--- src/dxw_pkg.sv ---
package dxw_pkg;
  // ==========================================================
  // register offsets (byte addresses)
  localparam logic [7:0] DXW_OFF_XBASE = 8'ha8;
  localparam logic [7:0] DXW_OFF_SETUP = 8'hac;
  localparam logic [7:0] DXW_OFF_CAPHDR = 8'hb0;
  // ==========================================================
  // field positions
  localparam int DXW_XBASE_LSB = 6;
  localparam int DXW_SETUP_EN_BIT = 31;
  localparam int DXW_SETUP_PF_BIT = 3;
  localparam int DXW_SETUP_AT_LSB = 1;
  // ==========================================================
  // reset and constant values
  localparam logic [31:0] DXW_XBASE_RST = 32'h0000_0000;
  localparam logic [31:0] DXW_SETUP_RST = 32'h0000_0000;
  localparam logic [7:0] DXW_CAP_ID = 8'h10;
  localparam logic [7:0] DXW_CAP_NEXT = 8'hd8;
  localparam logic [3:0] DXW_CAP_VER = 4'h1;
  localparam logic [3:0] DXW_PORT_FWD = 4'h7;
  localparam logic [3:0] DXW_PORT_REV = 4'h8;
  localparam logic [1:0] DXW_AT_32 = 2'h0;
  localparam logic [1:0] DXW_AT_64 = 2'h1;
  // writable base bits come from size mask bits 30:6
  localparam logic [31:0] DXW_MASK_FIELD = 32'h7fff_ffc0;
  localparam logic [31:0] DXW_SETUP_WMASK = 32'hffff_ffce;
endpackage

--- src/dxw_xlate.sv ---
`timescale 1ns/100ps
`default_nettype none
// address substitution for window one, registered output
module dxw_xlate
  import dxw_pkg::*;
(
  input wire logic i_clk,
  input wire logic i_resetn,
  input wire logic i_req,
  input wire logic [31:0] i_addr,
  input wire logic [31:0] i_base,
  input wire logic [31:0] i_setup,
  output logic o_hit,
  output logic [31:0] o_addr
);
  logic hit_d;
  logic hit_q;
  logic [31:0] addr_d;
  logic [31:0] addr_q;
  logic [31:0] mask;

  // ==========================================================
  // substitution
  always_comb begin
    mask = i_setup & DXW_MASK_FIELD;
    hit_d = i_req & i_setup[DXW_SETUP_EN_BIT];
    addr_d = (i_base & mask) | (i_addr & ~mask);
    if (!hit_d) begin
      addr_d = i_addr;
    end
  end

  always_ff @(posedge i_clk) begin
    if (!i_resetn) begin
      hit_q <= 1'b0;
      addr_q <= 32'h0000_0000;
    end else begin
      hit_q <= hit_d;
      addr_q <= addr_d;
    end
  end

  assign o_hit = hit_q;
  assign o_addr = addr_q;
endmodule
`default_nettype wire

--- src/dxw_regs.sv ---
`timescale 1ns/100ps
`default_nettype none
// Notes on behaviour
// - translated base bits 30:6, reset zero
// - translation uses only size-mask-enabled base bits
// - setup bit 0 reads zero: memory
// - address width field bits 2:1
// - mask bit set makes base bit writable
// - setup bit 31 enables window decode
// - capability id reads 10h
// - next pointer reads D8h
// - port type 0111 forward, 1000 reverse
// - slot implemented bit follows reverse mode
module dxw_regs
  import dxw_pkg::*;
#(
  parameter int ADDR_W = 8
)
(
  input wire logic i_clk,
  input wire logic i_resetn,
  input wire logic i_psel,
  input wire logic i_penable,
  input wire logic i_pwrite,
  input wire logic [ADDR_W-1:0] i_paddr,
  input wire logic [31:0] i_pwdata,
  input wire logic [3:0] i_pstrb,
  output logic o_pready,
  output logic [31:0] o_prdata,
  output logic o_pslverr,
  input wire logic i_reverse_mode,
  input wire logic i_setup_load_writable,
  input wire logic [31:0] i_setup_load_data,
  input wire logic i_req,
  input wire logic [31:0] i_req_addr,
  output logic o_win_enabled,
  output logic o_xlate_hit,
  output logic [31:0] o_xlate_addr
);
  // ==========================================================
  // elaboration check
  if (ADDR_W < 8) begin : g_chk
    $error("dxw_regs: ADDR_W must be at least 8");
  end

  logic [31:0] base_q;
  logic [31:0] base_d;
  logic [31:0] setup_q;
  logic [31:0] setup_d;
  logic rev_q;
  logic rev_d;
  logic ready_q;
  logic ready_d;
  logic err_q;
  logic err_d;
  logic [31:0] rdata_q;
  logic [31:0] rdata_d;
  logic [31:0] lane_mask;
  logic [31:0] wmask;
  logic access;
  logic hit_base;
  logic hit_setup;
  logic hit_cap;

  // byte strobes expand into a bit mask
  function automatic logic [31:0] strb_mask(input logic [3:0] s);
    strb_mask = {{8{s[3]}}, {8{s[2]}}, {8{s[1]}}, {8{s[0]}}};
  endfunction

  // capability header word, mode dependent
  function automatic logic [31:0] cap_word(input logic rev);
    cap_word = 32'h0000_0000;
    cap_word[7:0] = DXW_CAP_ID;
    cap_word[15:8] = DXW_CAP_NEXT;
    cap_word[19:16] = DXW_CAP_VER;
    cap_word[23:20] = rev ? DXW_PORT_REV : DXW_PORT_FWD;
    cap_word[24] = rev;
  endfunction

  // ==========================================================
  // apb decode: one wait state, pready rises a cycle after access
  // registered answer keeps every output straight from a flop
  always_comb begin
    access = i_psel & i_penable & ~ready_q;
    hit_base = i_paddr == ADDR_W'(DXW_OFF_XBASE);
    hit_setup = i_paddr == ADDR_W'(DXW_OFF_SETUP);
    hit_cap = i_paddr == ADDR_W'(DXW_OFF_CAPHDR);
    lane_mask = strb_mask(i_pstrb);
    // base bits writable only where size mask allows
    wmask = lane_mask & setup_q & DXW_MASK_FIELD;
    ready_d = access;
    err_d = access & ~(hit_base | hit_setup | hit_cap);
    rdata_d = 32'h0000_0000;
    if (access && !i_pwrite) begin
      if (hit_base) begin
        rdata_d = base_q;
      end else if (hit_setup) begin
        rdata_d = setup_q;
      end else if (hit_cap) begin
        rdata_d = cap_word(rev_q);
      end
    end
  end

  // ==========================================================
  // register state
  always_comb begin
    base_d = base_q;
    setup_d = setup_q;
    rev_d = i_reverse_mode;
    // host writes to setup and header are dropped
    if (access && i_pwrite && hit_base) begin
      base_d = (base_q & ~wmask) | (i_pwdata & wmask);
    end
    // side load path only; bit 0 and 5:4 forced zero
    if (i_setup_load_writable) begin
      setup_d = i_setup_load_data & DXW_SETUP_WMASK;
    end
    // 11:6 left as loaded; loader is trusted here
    setup_d[0] = 1'b0;
  end

  always_ff @(posedge i_clk) begin
    if (!i_resetn) begin
      base_q <= DXW_XBASE_RST;
      setup_q <= DXW_SETUP_RST;
      rev_q <= 1'b0;
      ready_q <= 1'b0;
      err_q <= 1'b0;
      rdata_q <= 32'h0000_0000;
    end else begin
      base_q <= base_d;
      setup_q <= setup_d;
      rev_q <= rev_d;
      ready_q <= ready_d;
      err_q <= err_d;
      rdata_q <= rdata_d;
    end
  end

  // ==========================================================
  // translation datapath
  dxw_xlate u_xlate (
    .i_clk(i_clk),
    .i_resetn(i_resetn),
    .i_req(i_req),
    .i_addr(i_req_addr),
    .i_base(base_q),
    .i_setup(setup_q),
    .o_hit(o_xlate_hit),
    .o_addr(o_xlate_addr)
  );

  assign o_pready = ready_q;
  assign o_pslverr = err_q;
  assign o_prdata = rdata_q;
  assign o_win_enabled = setup_q[DXW_SETUP_EN_BIT];
endmodule
`default_nettype wire

--- config.mk ---
export PLATFORM = sky130hd
export DESIGN_NAME = dxw_regs
export DESIGN_NICKNAME = d
export VERILOG_FILES = /design/src/dxw_pkg.sv /design/src/dxw_xlate.sv /design/src/dxw_regs.sv
export SDC_FILE = /design/constraint.sdc
export NUM_CORES = 1
export LEC_CHECK = 0
export ABC_AREA = 1
export ABC_CLOCK_PERIOD_IN_PS = 1260
export BUFFER_PORTS_ARGS = -buffer_cell sky130_fd_sc_hd__buf_2
export CAP_MARGIN = 20
export CORE_ASPECT_RATIO = 1.5
export CORE_MARGIN = 8
export CORE_UTILIZATION = 45
export CTS_CLUSTER_DIAMETER = 150
export DETAILED_ROUTE_END_ITERATION = 12
export PLACE_DENSITY = 0.77
export SETUP_SLACK_MARGIN = 0.5
export SYNTH_ARGS = -nofsm -noshare
export SYNTH_HDL_FRONTEND = slang
export SYNTH_SLANG_ARGS = --single-unit
export TNS_END_PERCENT = 50
--- constraint.sdc ---
create_clock -name i_clk -period 1.26 [get_ports i_clk]
set_clock_uncertainty 0.05 [all_clocks]
set_input_delay 0.252 -clock i_clk [delete_from_list [all_inputs] [get_ports i_clk]]
set_output_delay 0.252 -clock i_clk [all_outputs]
set_load 0.01 [all_outputs]
==> impl_metrics.tcl <==
set metrics [dict create \
    root_buffer "clkbuf_16" \
    ff_latch_area_mm2 0.00243 \
    cts_inserted_buffers 17 \
    drt_iter0_markers 184 \
    synth.distinct_cells 26 \
    htree_levels 4 \
    routabilityCongestion 0.836 \
    synth_edf_count 0 \
    firstDrtPassIters 4 \
    start_util_pct 46.1 \
    yosysTopAreaCellShare_pct 47.4 \
    violations "setup timing" \
    wl_um 16300 \
    fin_crit_sh_pct 111 \
    yosysSeqAreaShare_pct 47.4 \
    dieArea_mm2 0.0150 \
    required_ps 1500 \
    r2r_setup_slack_ps -130 \
    grt_pass1_wl_um 23900 \
    nFillCells 844 \
    grt_pass1_vias 5022 \
    holdBufCountCts 8 \
    synthArstFlopShare_pct 0 \
    ir_worst_vdd_v 0.000943 \
    dpl.hpwl_um 10800 \
    clkTransAtPathRegs_ps 50 \
    worst_setup_path_end_kind "flip-flop" \
    dieHeight_um 146 \
    synth_top_area_cell "dfxtp_1" \
    portBuffers 171 \
    stdcell_area_mm2 0.00787 \
    p_leak_nw 3.88 \
    setup_violations 25 \
    drcViolationCount 0 \
    final_layout_size_suffix_gt1_share_pct 46.0 \
    crit_fanout 5 \
    die_w_um 103 \
    netlist_instances 675 \
    multi_input_comb_area_mm2 0.00266 \
    rows 47 \
    finalCriticalPeriod_ps 1390 \
    hold_violations 0 \
    synth_area_leaders "dfxtp_1, nand2_1, inv_1" \
    cp.arrival_ps 1630 \
    cts_sinks 120 \
    drv_slew 0 \
    num_io_pins 184 \
    postSynthAreaPerCell_um2 7.51 \
    ys_warn_count 0 \
    rsz0062_at_grt "yes" \
    total_power_mw 9.61 \
    finalSetupTns_ps -1800 \
    routedWlPerCell_um 15.7 \
    max_freq_mhz 717 \
    cts_tree "done" \
    clk_path_buf_depth 2 \
    final_antenna_net_count 0 \
    timing.final.ws_setup_ps -134 \
    vias 5055 \
    syn2layout_area_growth_pct 55.2 \
    power_density_mw_per_mm2 1220 \
    yosysMostFrequentCell "dfxtp_1" \
    clk_latency_ps 400 \
    via_per_inst 4.87 \
    place_area_mm2 0.00644 \
    grt_overflow 0 \
    min_path_type "primary input to flip-flop" \
    design.core.area_mm2 0.0110 \
    synth_seq_cells 120 \
    critPathKind "flip-flop to flip-flop" \
    synth_common_cells "dfxtp_1, nand2_1, inv_1" \
    ys.flop_type "dfxtp_1" \
    start_kind "flip-flop" \
    drv_cap 0 \
    antenna_found_initial 3 \
    netlist_area_mm2 0.00507 \
    grt_max_degree 59 \
    status "complete, but fails checks" \
    final_nets 993 \
    grt_usage_pct 20.5 \
]
-- path summary, 6_finish.rpt --
check,startpoint,end,cells after the start
worst max-delay path,o_pready,flip-flop,7
worst min-delay path,i_req_addr[26],u_xlate.o_addr[26],2
worst max register to register,o_pready,flip-flop,7
worst min register to register,setup_q[1],o_prdata[1],2
-- placed cells by master, fill, tap and decap left out, drive strengths merged --
cell	count
nand3b	1
nor3	1
nand4	2
dlygate4sd3	6
dlymetal6s4s	2
nor2	113
bufinv	2
conb	2
inv	110
a21oi	59
clkbuf	25
buf	203
dfxtp	120
nand3	37
diode	2
clkinv	8
o21ai	54
o21a	25
clkinvlp	1
nand2	119
-- routing by layer --
layer / part of all wire, % / GRT usage (%) / vias to the layer above / routed length, µm
met5: 0.074 / 0 / - / 12
met4: 3.4 / 10.6 / 2 / 554
met3: 6.8 / 5.65 / 41 / 1120
met2: 54 / 36.3 / 174 / 8750
met1: 36 / 20.9 / 2335 / 5860
li1: - / - / 2503 / -
-- where the power goes --
group / switching, mW / internal, mW / total, mW
Clock: 1.65 / 2.93 / 4.58
Sequential: 0.0599 / 3.94 / 4.00
Combinational: 0.577 / 0.457 / 1.03
-- worst max-delay path, cell delays in order (launching register included) --
cell	delay, ps
dfxtp_2	310
nand3b_4	200
nor2_4	150
buf_12	130
clkbuf_16	150
nand3_4	80
nor2_1	150
nor2_2	60
-- cell type report --
| class | instances | area share (%) |
|---|---|---|
| Antenna cell | 2 | 0.0636 |
| Clock buffer | 22 | 5.77 |
| Clock inverter | 10 | 1.30 |
| Inverter | 111 | 5.63 |
| Multi-Input combinational cell | 413 | 33.8 |
| Sequential cell | 120 | 30.9 |
| Tap cell | 147 | 2.34 |
| Timing Repair Buffer | 214 | 20.2 |
-- logic make-up after synthesis --
group                  count (synthesis)  synth area share (%)
DFF                                  120                  47.4
other                                  1                0.0740
AOI/OAI and AO/OA                    138                  14.9
and+or+nand+nor                      273                  25.5
buffers and inverters                143                  12.2
-- metrics by stage --
step	hold WS (ps)	util [%]	std cells	worst slack, ps
2_1_floorplan	300	-	676	61.9
3_3_place_gp	376	58.6	987	-143
3_5_place_dp	376	58.6	987	-162
4_1_cts	-7.62	66.7	1027	-50.8
5_1_grt	-8.29	71.5	1039	-189
6_report	1.19	71.5	1039	-134
-- repair_timing --
action | in CTS | in global routing
buffers inserted | 0 | 6
cloned | 0 | 4
pin swaps | 67 | 59
endpoints found under the hold margin | 14 | 2
setup endpoints to repair | 149 | 155
resized for setup | 69 | 100
(Power assumes the default switching activity.)
